**src/rtl/eq_cfg_pkg.sv**
```systemverilog
package eq_cfg_pkg;

   localparam int LANES = 4;
   localparam int BOOST_W = 5;
   localparam int BOOST_LEVELS = 32;
   localparam int PIN_LEVELS = 18;
   localparam int CHAIN_LEN = 21;

   // Register byte offsets on the Wishbone slave.
   localparam logic [7:0] STATUS_OFS = 8'h00;
   localparam logic [7:0] MASK_OFS = 8'h04;
   localparam logic [7:0] BOOST_OFS = 8'h08;
   localparam logic [7:0] STATE_OFS = 8'h0C;

   // Event field layout, shared by status and mask.
   localparam int EVT_W = 5;
   localparam int EVT_LOAD_BIT = 0;
   localparam int EVT_LOSS_LSB = 1;
   localparam logic [4:0] STATUS_RST = 5'h00;
   localparam logic [4:0] MASK_RST = 5'h00;

   // State register field positions.
   localparam int STATE_SELECT_N_BIT = 0;
   localparam int STATE_MODE_BIT = 1;
   localparam int STATE_PENDING_BIT = 2;

   // Digit A is two-valued; digits B and C are three-valued (low, mid, high).
   typedef struct packed {
      logic a;
      logic [1:0] b;
      logic [1:0] c;
   } boost_pins_t;

   typedef struct packed {
      logic clk;
      logic din;
      logic select_n;
      logic mode;
   } serial_pins_t;

   typedef struct packed {
      logic cyc;
      logic stb;
      logic we;
      logic [7:0] adr;
      logic [3:0] sel;
      logic [31:0] dat;
   } wb_req_t;

   // Spreads the 18 pin codes evenly over the 32 levels, so both ends of the range stay reachable.
   function automatic logic [4:0] pin_level(input boost_pins_t p);
      logic [9:0] code;
      logic [9:0] lvl;
      code = 10'(p.a) * 10'd9;
      code = code + ((p.b > 2'd2) ? 10'd2 : 10'(p.b)) * 10'd3;
      code = code + ((p.c > 2'd2) ? 10'd2 : 10'(p.c));
      lvl = (code * 10'(BOOST_LEVELS - 1) + 10'((PIN_LEVELS - 1) / 2)) / 10'(PIN_LEVELS - 1);
      return lvl[4:0];
   endfunction : pin_level

endpackage : eq_cfg_pkg

```
**src/rtl/quad_equalizer_boost_config.sv**
```systemverilog
// Local design decisions: the Wishbone register port and the register offsets.
`timescale 1ns/10ps
`default_nettype none

// What this block does
// - Each of the four lanes holds its own boost setting chosen among 32 levels.
// - From the select pins only 18 of the 32 levels can be reached on a lane.
// - Over the serial chain any of the 32 levels can be set on a lane.
// - A lane's three select digits form one code with digit A most and digit C least significant.
// - Serial bits are taken with the serial clock into a chain that holds all four lane settings.
// - Serially loaded settings win over the select pins.
// - The serial output repeats the serial input 21 serial clocks later, as the end of the chain.
// - With mode high the chain can be shifted through the serial input, select and clock pins.
// - With mode low the chain and held settings are zero and the select pins set the boost.
// - A lane's no-signal output is high while its detector reports input below threshold.
// - A lane's output is muted while its detector reports input below threshold, unless the threshold input is grounded.
// - With the threshold input grounded muting is off and every output stays enabled.
// - Shifting happens only at serial clock rises that find the active-low serial select low.
// - The serial input is sampled on each rising serial clock edge that finds the serial select low with mode high.
module quad_equalizer_boost_config #(
   parameter int LANES = eq_cfg_pkg::LANES,
   parameter int CHAIN_LEN = eq_cfg_pkg::CHAIN_LEN
) (
   input wire logic i_ref_clk,
   input wire logic i_nrst,
   input wire eq_cfg_pkg::serial_pins_t i_serial,
   input wire eq_cfg_pkg::boost_pins_t [LANES-1:0] i_lane_boost_select,
   input wire logic [LANES-1:0] i_lane_below_threshold,
   input wire logic i_detect_threshold_grounded,
   input wire eq_cfg_pkg::wb_req_t i_wb,
   output logic o_serial_out,
   output logic [LANES-1:0][eq_cfg_pkg::BOOST_W-1:0] o_lane_boost,
   output logic [LANES-1:0] o_lane_no_signal,
   output logic [LANES-1:0] o_lane_mute,
   output logic [31:0] o_wb_dat,
   output logic o_wb_ack,
   output logic o_irq
);

   localparam int BW = eq_cfg_pkg::BOOST_W;
   localparam int EW = eq_cfg_pkg::EVT_W;

   // Two-stage synchronisers for every pin from outside the reference clock.
   eq_cfg_pkg::serial_pins_t ser_s1;
   eq_cfg_pkg::serial_pins_t ser_s2;
   eq_cfg_pkg::boost_pins_t [LANES-1:0] sel_s1;
   eq_cfg_pkg::boost_pins_t [LANES-1:0] sel_s2;
   logic [LANES-1:0] below_s1;
   logic [LANES-1:0] below_s2;
   logic thr_s1;
   logic thr_s2;

   logic clk_d;
   logic select_n_d;
   logic [CHAIN_LEN-1:0] chain;
   logic pending;
   logic [LANES-1:0][BW-1:0] held;
   logic [LANES-1:0][BW-1:0] next_boost;
   logic [EW-1:0] status;
   logic [EW-1:0] mask;
   logic [EW-1:0] next_status;

   always_ff @(posedge i_ref_clk or negedge i_nrst) begin
      if (!i_nrst) begin
         ser_s1 <= '0;
         ser_s2 <= '0;
         sel_s1 <= '0;
         sel_s2 <= '0;
         below_s1 <= '0;
         below_s2 <= '0;
         thr_s1 <= 1'b0;
         thr_s2 <= 1'b0;
      end else begin
         ser_s1 <= i_serial;
         ser_s2 <= ser_s1;
         sel_s1 <= i_lane_boost_select;
         sel_s2 <= sel_s1;
         below_s1 <= i_lane_below_threshold;
         below_s2 <= below_s1;
         thr_s1 <= i_detect_threshold_grounded;
         thr_s2 <= thr_s1;
      end
   end

   // Edge finding on the synchronised serial clock and select.
   wire serial_rise = ser_s2.clk & ~clk_d;
   wire serial_mode = ser_s2.mode;
   wire shift_en = serial_rise & ~ser_s2.select_n & serial_mode;
   wire select_close = ser_s2.select_n & ~select_n_d;
   wire load_en = select_close & serial_mode & pending;

   always_ff @(posedge i_ref_clk or negedge i_nrst) begin
      if (!i_nrst) begin
         clk_d <= 1'b0;
         select_n_d <= 1'b1;
      end else begin
         clk_d <= ser_s2.clk;
         select_n_d <= ser_s2.select_n;
      end
   end

   // The chain is one stage longer than the lane settings, which gives the 21-clock echo.
   always_ff @(posedge i_ref_clk or negedge i_nrst) begin
      if (!i_nrst) begin
         chain <= '0;
      end else if (!serial_mode) begin
         chain <= '0;
      end else if (shift_en) begin
         chain <= {chain[CHAIN_LEN-2:0], ser_s2.din};
      end
   end

   assign o_serial_out = chain[CHAIN_LEN-1];

   // Pending marks shifted data not yet moved to the held settings.
   always_ff @(posedge i_ref_clk or negedge i_nrst) begin
      if (!i_nrst) begin
         pending <= 1'b0;
      end else if (!serial_mode) begin
         pending <= 1'b0;
      end else if (shift_en) begin
         pending <= 1'b1;
      end else if (load_en) begin
         pending <= 1'b0;
      end
   end

   // Held settings only take chain data when the select closes, so half-shifted data never reaches a lane.
   always_ff @(posedge i_ref_clk or negedge i_nrst) begin
      if (!i_nrst) begin
         held <= '0;
      end else if (!serial_mode) begin
         held <= '0;
      end else if (load_en) begin
         held <= chain[LANES*BW-1:0];
      end
   end

   genvar k;
   generate
      for (k = 0; k < LANES; k++) begin : g_lane
         assign next_boost[k] = serial_mode ? held[k] : eq_cfg_pkg::pin_level(sel_s2[k]);

      end
   endgenerate

   always_ff @(posedge i_ref_clk or negedge i_nrst) begin
      if (!i_nrst) begin
         o_lane_boost <= '0;
         o_lane_no_signal <= '0;
         o_lane_mute <= '0;
      end else begin
         o_lane_boost <= next_boost;
         o_lane_no_signal <= below_s2;
         o_lane_mute <= below_s2 & {LANES{~thr_s2}};
      end
   end

   // Wishbone classic slave: one wait state, ack for one cycle, unmapped reads return zero.
   wire wb_req = i_wb.cyc & i_wb.stb & ~o_wb_ack;
   wire wb_wr = wb_req & i_wb.we;
   wire wb_rd = wb_req & ~i_wb.we;
   wire hit_status = i_wb.adr == eq_cfg_pkg::STATUS_OFS;
   wire hit_mask = i_wb.adr == eq_cfg_pkg::MASK_OFS;
   wire hit_boost = i_wb.adr == eq_cfg_pkg::BOOST_OFS;
   wire hit_state = i_wb.adr == eq_cfg_pkg::STATE_OFS;
   wire status_clear = wb_rd & hit_status;
   wire mask_write = wb_wr & hit_mask & i_wb.sel[0];
   wire [LANES-1:0] loss_rise = below_s2 & ~o_lane_no_signal;
   wire [EW-1:0] evt_set = EW'({loss_rise, load_en});
   wire [31:0] state_word = 32'({pending, serial_mode, ser_s2.select_n});
   wire [31:0] rd_word = hit_status ? 32'(status) :
                         hit_mask ? 32'(mask) :
                         hit_boost ? 32'(o_lane_boost) :
                         hit_state ? state_word : 32'h0000_0000;

   // A read clears the status it returns; an event in the same cycle still sets its bit.
   assign next_status = (status & ~{EW{status_clear}}) | evt_set;

   always_ff @(posedge i_ref_clk or negedge i_nrst) begin
      if (!i_nrst) begin
         o_wb_ack <= 1'b0;
         o_wb_dat <= 32'h0000_0000;
      end else begin
         o_wb_ack <= wb_req;
         o_wb_dat <= wb_rd ? rd_word : 32'h0000_0000;
      end
   end

   always_ff @(posedge i_ref_clk or negedge i_nrst) begin
      if (!i_nrst) begin
         status <= eq_cfg_pkg::STATUS_RST;
         mask <= eq_cfg_pkg::MASK_RST;
      end else begin
         status <= next_status;
         if (mask_write) begin
            mask <= i_wb.dat[EW-1:0];
         end
      end
   end

   assign o_irq = |(status & mask);
endmodule : quad_equalizer_boost_config

`default_nettype wire

```
**config.mk**
```make
export PLATFORM = sky130hd
export DESIGN_NAME = quad_equalizer_boost_config
export DESIGN_NICKNAME = d
export VERILOG_FILES = /design/src/rtl/eq_cfg_pkg.sv /design/src/rtl/quad_equalizer_boost_config.sv
export SDC_FILE = /design/constraint.sdc
export NUM_CORES = 1
export LEC_CHECK = 0
export BUFFER_PORTS_ARGS = -buffer_cell sky130_fd_sc_hd__buf_2
export CELL_PAD_IN_SITES_DETAIL_PLACEMENT = 1
export CELL_PAD_IN_SITES_GLOBAL_PLACEMENT = 2
export CORE_ASPECT_RATIO = 0.9
export CORE_MARGIN = 5
export CORE_UTILIZATION = 35
export CTS_BUF_LIST = sky130_fd_sc_hd__clkbuf_2
export DETAILED_ROUTE_END_ITERATION = 8
export PLACE_DENSITY = 0.84
export SLEW_MARGIN = 20
export SYNTH_ARGS = -nofsm -noshare
export SYNTH_HDL_FRONTEND = slang
export SYNTH_SLANG_ARGS = --single-unit
```
**constraint.sdc**
```tcl
create_clock -name i_ref_clk -period 8.5 [get_ports i_ref_clk]
set_clock_uncertainty 0.15 [all_clocks]
set_input_delay 1.275 -clock i_ref_clk [delete_from_list [all_inputs] [get_ports i_ref_clk]]
set_output_delay 1.275 -clock i_ref_clk [all_outputs]
set_load 0.05 [all_outputs]
```
==> impl_metrics.py, run 1 <==
metrics = {
    "worst_setup_path": {
        "crit_path_top_delay_cell": "fa_2",
        "crit_type": "reg -> reg",
        "critical_path_arrival_ns": 8.92,
        "cp_max_fo": 4,
        "r2r_end": "o_lane_boost[5]$_DFF_PN0_",
        "start_kind": "flip-flop",
        "r2r-start": "sel_s2[8]$_DFF_PN0_",
        "crit_path_end_kind": "flip-flop",
        "cp_data_required_time_ns": 9.10,
        "max_stage_delay_ns": 0.59,
        "reg2reg_slack_ns": 0.18,
        "rr_worst_depth": 35,
        "cpMostUsedCell": "inv_2",
    },
    "yosys": {
        "synth-edff-count": 0,
        "synth_top_area_share_pct": 30.9,
        "ys_seq_area_share_pct": 31.1,
        "syn_avg_cell_area_sq_um": 9.18,
        "ys_ff_latch": 161,
        "synth_commonest_cells": "dfrtp_1, nand2_1, inv_1",
        "yosysMostFrequentCell": "dfrtp_1",
        "syn_inst": 1412,
        "syn_area_sq_um": 13000,
        "yosysTopAreaCell": "dfrtp_1",
        "yosysWarnings": 0,
        "ys.flop_type": "dfrtp_1",
        "synthTopCellsByArea": "dfrtp_1, ha_1, fa_1, nand2_1, inv_1",
        "synth.distinct_cells": 114,
        "ys_async_sr_fraction_pct": 100,
    },
    "placed_design": {
        "portBuffers": 98,
        "gp_congestion": 0.854,
        "pre_cts_slack_ns": -0.0887,
        "hpwl_um": 28200,
        "placed_area_sq_um": 14900,
    },
    "clock_network": {
        "cts.clk_slew.worst_paths_ns": 0.37,
        "cts_tree": "yes",
        "cts_buffer_depth": 2,
        "ctsHoldBuffers": 0,
        "htreeDepth": 4,
        "cts_sinks": 161,
        "insertion_delay_ns": 0.87,
        "clock-root-buffer": "clkbuf_2",
        "cts_made_buffers": 17,
    },
    "final_layout": {
        "syn_to_final_growth_pct": 24.0,
        "layout-drive-gt1-share_pct": 28.5,
        "nets": 1890,
        "fin_area_sq_um": 16100,
        "post-route-util_pct": 44.3,
        "n_fill_cell": 4240,
    },
    "floorplanning": {
        "dieArea_sq_um": 41000,
        "num_rows": 66,
        "die_y_um": 193,
        "start_util_pct": 35.7,
        "dieWidth_um": 213,
        "coreArea_sq_um": 36300,
        "ios": 141,
    },
    "grt": {
        "gr-total-overflow": 0,
        "met2_usage_pct": 29.9,
        "grt_pass1_vias": 11768,
        "use_met3_pct": 2.60,
        "globalRouteTotalUtil_pct": 17.4,
        "grt-busiest-layer": "met2",
        "antenna_found_initial": 3,
        "grt_pass1_wl_um": 59200,
        "grt_max_degree": 86,
        "met1_usage_pct": 23.6,
    },
    "sta": {
        "finalWorstSetupSlack_ns": 0.177,
        "fmax_mhz": 120,
        "period_needed_ns": 8.32,
        "rsz0062_at_grt": "true",
        "hold_viol": 0,
        "finalCritPeriodShare_pct": 97.9,
        "tns_ns": 0,
        "finalSetupViolCount": 0,
        "drv_slew": 0,
        "tightestPinTransition_ns": 0.815,
        "max-slew-margin-rel_pct": 45.7,
    },
    "route": {
        "routed_wl_um": 36900,
        "viasPerCell": 5.30,
        "routedWlPerCell_um": 17.2,
        "drtPass1Iterations": 6,
        "num_vias": 11388,
        "drc": 0,
        "drtIter0Drc": 502,
        "ant_nets": 0,
    },
    "worst_hold_path": {
        "min_from": "below_s1[2]$_DFF_PN0_",
        "hold_path_end": "below_s2[2]$_DFF_PN0_",
        "hold_depth": 0,
        "hp-class": "reg -> reg",
    },
    "outcome": {
        "status": "completed",
    },
    "flow_run": {
        "drv_cap": 0,
    },
}
-- state kept, by name, summed over array words and instances (netlist names) --
signal,flops
chain,21
held,20
o_lane_boost,20
o_wb_dat,20
sel_s1,20
sel_s2,20
mask,5
status,5
below_s1,4
below_s2,4
o_lane_mute,4
o_lane_no_signal,4
ser_s1,4
ser_s2,3
clk_d,1
o_wb_ack,1
pending,1
select_n_d,1
serial_mode,1
thr_s1,1
thr_s2,1
-- metal layers --
metal  routed length [um]  vias to the layer above
met4                  427                        0
met1                17200                     5750
li1                     -                     5472
met5                    0                        -
met2                18400                      138
met3                  854                       28
-- cell usage in the layout, fill, tap and decap left out, types with 8 or more instances in the layout --
cell / n
buf_4: 166
dfrtp_1: 159
nand2_1: 127
inv_1: 119
ha_1: 99
buf_2: 97
nor2_1: 92
a21oi_1: 66
o21ai_0: 55
fa_1: 43
nor3_1: 32
nand3_1: 27
xnor2_1: 25
a21o_1: 23
and2_1: 23
o31ai_1: 18
clkbuf_2: 17
nor2b_1: 16
nand2b_1: 16
o211ai_1: 16
conb_1: 16
o21a_1: 14
or3_1: 13
mux2i_1: 13
xor2_1: 13
a31oi_1: 13
and3_1: 13
o21ai_1: 12
a21oi_2: 12
a211oi_1: 11
mux2_2: 11
o31a_1: 8
xnor2_2: 8
-- per-stage QoR --
stage               instances  hold slack [ns]
floorplan                1427            0.181
global placement         2082            0.181
detailed placement       2082            0.186
CTS                      2115            0.173
global route             2146            0.138
finish                   2147            0.203
-- timing repair --
| item | CTS | global route |
|---|---|---|
| cloned | 0 | 0 |
| pin swaps | 1 | 50 |
| endpoints found under the setup margin | 4 | 8 |
| buffers inserted | 1 | 30 |
| gates resized for setup | 9 | 136 |
-- worst max-delay path, delay by kind of cell (launching register included) --
kind | cells | cell delay (ns)
buffers and inverters | 8 | 0.59
multiplexers | 1 | 0.23
XOR/XNOR | 2 | 0.32
adder cells (fa/ha/maj) | 9 | 3.53
flip-flops | 1 | 0.47
AO/OA/AOI/OAI | 8 | 1.37
AND/OR/NAND/NOR | 7 | 1.56
-- final cells by class --
type | instances | area [sq um] | share of cell area (%)
Clock inverter | 15 | 199 | 1.24
Clock buffer | 17 | 85.1 | 0.529
Sequential cell | 161 | 4030 | 25.1
Timing Repair Buffer | 270 | 1810 | 11.3
Multi-Input combinational cell | 1080 | 8880 | 55.2
Antenna cell | 2 | 5.00 | 0.0311
Tap cell | 476 | 596 | 3.70
Inverter | 126 | 473 | 2.94
-- cell families after synthesis --
kind of cell | count (synthesis) | share of synthesized area [%]
AND/OR/NAND/NOR | 442 | 17.4
AO/OA/AOI/OAI | 385 | 21.8
XOR/XNOR | 52 | 3.57
buffers and inverters | 186 | 5.84
other | 1 | 0.0289
adder cells (fa/ha/maj) | 159 | 18.1
flip-flops | 161 | 31.1
multiplexers | 26 | 2.21
-- how the worst max path moves through the flow --
stage	start	end	slack [ns]	cells after the start
2_1_floorplan	sel_s2[8]$_DFF_PN0_	o_lane_boost[5]$_DFF_PN0_	0.13	37
3_3_place_gp	sel_s2[8]$_DFF_PN0_	o_lane_boost[5]$_DFF_PN0_	0.08	35
3_5_place_dp	sel_s2[8]$_DFF_PN0_	o_lane_boost[5]$_DFF_PN0_	-0.09	37
4_1_cts	sel_s2[3]$_DFF_PN0_	o_lane_boost[0]$_DFF_PN0_	0.002	33
5_1_grt	sel_s2[8]$_DFF_PN0_	o_lane_boost[5]$_DFF_PN0_	-0.17	36
6_report	sel_s2[8]$_DFF_PN0_	o_lane_boost[5]$_DFF_PN0_	0.18	35
Power of run 1 is not shown: default switching activity piles up to over one toggle a cycle in this logic, so the estimate is an artifact.
==> run 2: changes to the inputs <==
BUFFER_PORTS_ARGS = unset   (was -buffer_cell sky130_fd_sc_hd__buf_2)
CORE_UTILIZATION = 38   (was 35)
DONT_BUFFER_PORTS = 1   (was unset)
==> impl_metrics.py, run 2 (synthesized netlist as in run 1, its figures left out) <==
metrics = {
    "worst_setup_path": {
        "critPathBufInv": 6,
        "crit_family": "adder cells",
        "critical_path_arrival_ns": 8.92,
        "crit_path_end_kind": "flip-flop",
        "cp_data_required_time_ns": 9.06,
        "start_kind": "flip-flop",
        "cp_max_fo": 6,
        "cpMostUsedCell": "ha_2",
        "max_stage_delay_ns": 0.51,
        "crit_path_top_delay_cell": "fa_1",
        "crit_type": "reg -> reg",
    },
    "clock_network": {
        "cts_tree": "yes",
        "cts_buffer_depth": 2,
        "cts.clk_slew.worst_paths_ns": 0.35,
        "clock-root-buffer": "clkbuf_2",
        "cts_sinks": 161,
        "htreeDepth": 4,
        "insertion_delay_ns": 0.82,
        "cts_made_buffers": 17,
    },
    "sta": {
        "hold_viol": 0,
        "tightestPinTransition_ns": 0.822,
        "finalSetupViolCount": 0,
        "fmax_mhz": 120,
        "finalWorstSetupSlack_ns": 0.137,
        "rsz0062_at_grt": "true",
        "drv_slew": 0,
        "max-slew-margin-rel_pct": 45.2,
        "finalCritPeriodShare_pct": 98.4,
        "period_needed_ns": 8.36,
    },
    "route": {
        "num_vias": 10917,
        "drc": 0,
        "drtPass1Iterations": 5,
        "drtIter0Drc": 436,
        "routed_wl_um": 35700,
        "routedWlPerCell_um": 17.7,
        "ant_nets": 0,
        "viasPerCell": 5.41,
    },
    "flow_run": {
        "drv_cap": 0,
    },
    "placed_design": {
        "hpwl_um": 26900,
        "pre_cts_slack_ns": -0.134,
        "portBuffers": 0,
        "gp_congestion": 0.870,
    },
    "grt": {
        "globalRouteTotalUtil_pct": 18.2,
        "grt_max_degree": 161,
        "grt_pass1_vias": 11127,
        "antenna_found_initial": 2,
        "gr-total-overflow": 0,
        "grt_pass1_wl_um": 57000,
    },
    "floorplanning": {
        "num_rows": 64,
        "dieWidth_um": 205,
        "coreArea_sq_um": 33900,
        "start_util_pct": 38.3,
        "die_y_um": 185,
        "ios": 141,
        "dieArea_sq_um": 37900,
    },
    "final_layout": {
        "regMostFlops": "chain",
        "largest_register_ffs": 21,
        "n_fill_cell": 3937,
        "nets": 1772,
        "syn_to_final_growth_pct": 18.7,
        "final_common_cell": "dfrtp_1",
        "layout_common_cells": "dfrtp_1, buf_4, nand2_1",
        "layout-drive-gt1-share_pct": 22.6,
    },
    "outcome": {
        "status": "completed",
    },
    "worst_hold_path": {
        "hp-class": "reg -> reg",
    },
}
run 2: changes by cell type in the layout (fill, tap and decap cells not counted), moves of 3 or more:
cell / change
a211oi_2: -4
nand3_1: -3
buf_2: -97
buf_6: -5
nand3_2: +4
buf_4: -18
run 2: worst reg2reg max path, delay by kind of cell, from the launching register on:
family	cells	cell delay, ns
adder cells (fa/ha/maj)	10	3.32
AND/OR/NAND/NOR	8	1.78
AO/OA/AOI/OAI	9	1.56
flip-flops	1	0.46
XOR/XNOR	2	0.40
buffers and inverters	6	0.35
multiplexers	1	0.21
run 2: path summary, 6_finish.rpt:
check | start | end | slack, ns | depth (start not counted)
setup / recovery | sel_s2[8]$_DFF_PN0_ | o_lane_boost[5]$_DFF_PN0_ | 0.14 | 36
hold / removal | ser_s1[2]$_DFF_PN0_ | ser_s2[2]$_DFF_PN0_ | 0.16 | 0
setup reg to reg | sel_s2[8]$_DFF_PN0_ | o_lane_boost[5]$_DFF_PN0_ | 0.14 | 36
hold reg to reg | ser_s1[2]$_DFF_PN0_ | ser_s2[2]$_DFF_PN0_ | 0.16 | 0
max in group asynchronous | i_nrst | o_wb_dat[9]$_DFF_PN0_ | 7.26 | 1
min in group asynchronous | i_nrst | held[19]$_DFFE_PN0P_ | 0.24 | 1
run 2: cell type report:
type / count / area [sq um] / area share (%)
inverter: 126 / 475 / 3.09
clock inverter: 15 / 199 / 1.29
antenna: 4 / 10.0 / 0.0650
timing repair buffer: 152 / 1170 / 7.61
tap: 462 / 578 / 3.76
sequential: 161 / 4030 / 26.2
multi-input combinational: 1080 / 8840 / 57.4
clock buffer: 17 / 85.1 / 0.553
run 2: through the flow:
| step | TNS [ns] | area [sq um] | utilization, % | hold slack (ns) | instances |
|---|---|---|---|---|---|
| 6_report | 0 | 15400 | 45.4 | 0.164 | 2017 |
| 5_1_grt | -1.10 | 15400 | 45.4 | 0.113 | 2015 |
| 4_1_cts | 0 | 14500 | 43.0 | 0.157 | 1974 |
| 3_5_place_dp | -0.322 | 14100 | 41.8 | 0.186 | 1939 |
| 3_3_place_gp | 0 | 14100 | 41.8 | 0.182 | 1939 |
| 2_1_floorplan | 0 | 13000 | - | 0.181 | 1427 |
run 2: repair_timing:
action                     4_1_cts  5_1_grt
gates cloned                     0        0
hold buffers                     2        0
pin swaps                        1       66
setup buffers                    1       40
setup endpoints to repair        4        8
hold endpoints to repair       160        0
gates resized for setup         18      123
run 2: per-layer routing:
layer  part of all wire, %  track usage, %  wire (um)
met1                    46            24.6      16400
met2                    50            31.0      17800
met3                   3.1            3.10       1100
met4                   1.1            3.43        382
met5                     0               0          0
Power of run 2 is left out for the same reason.
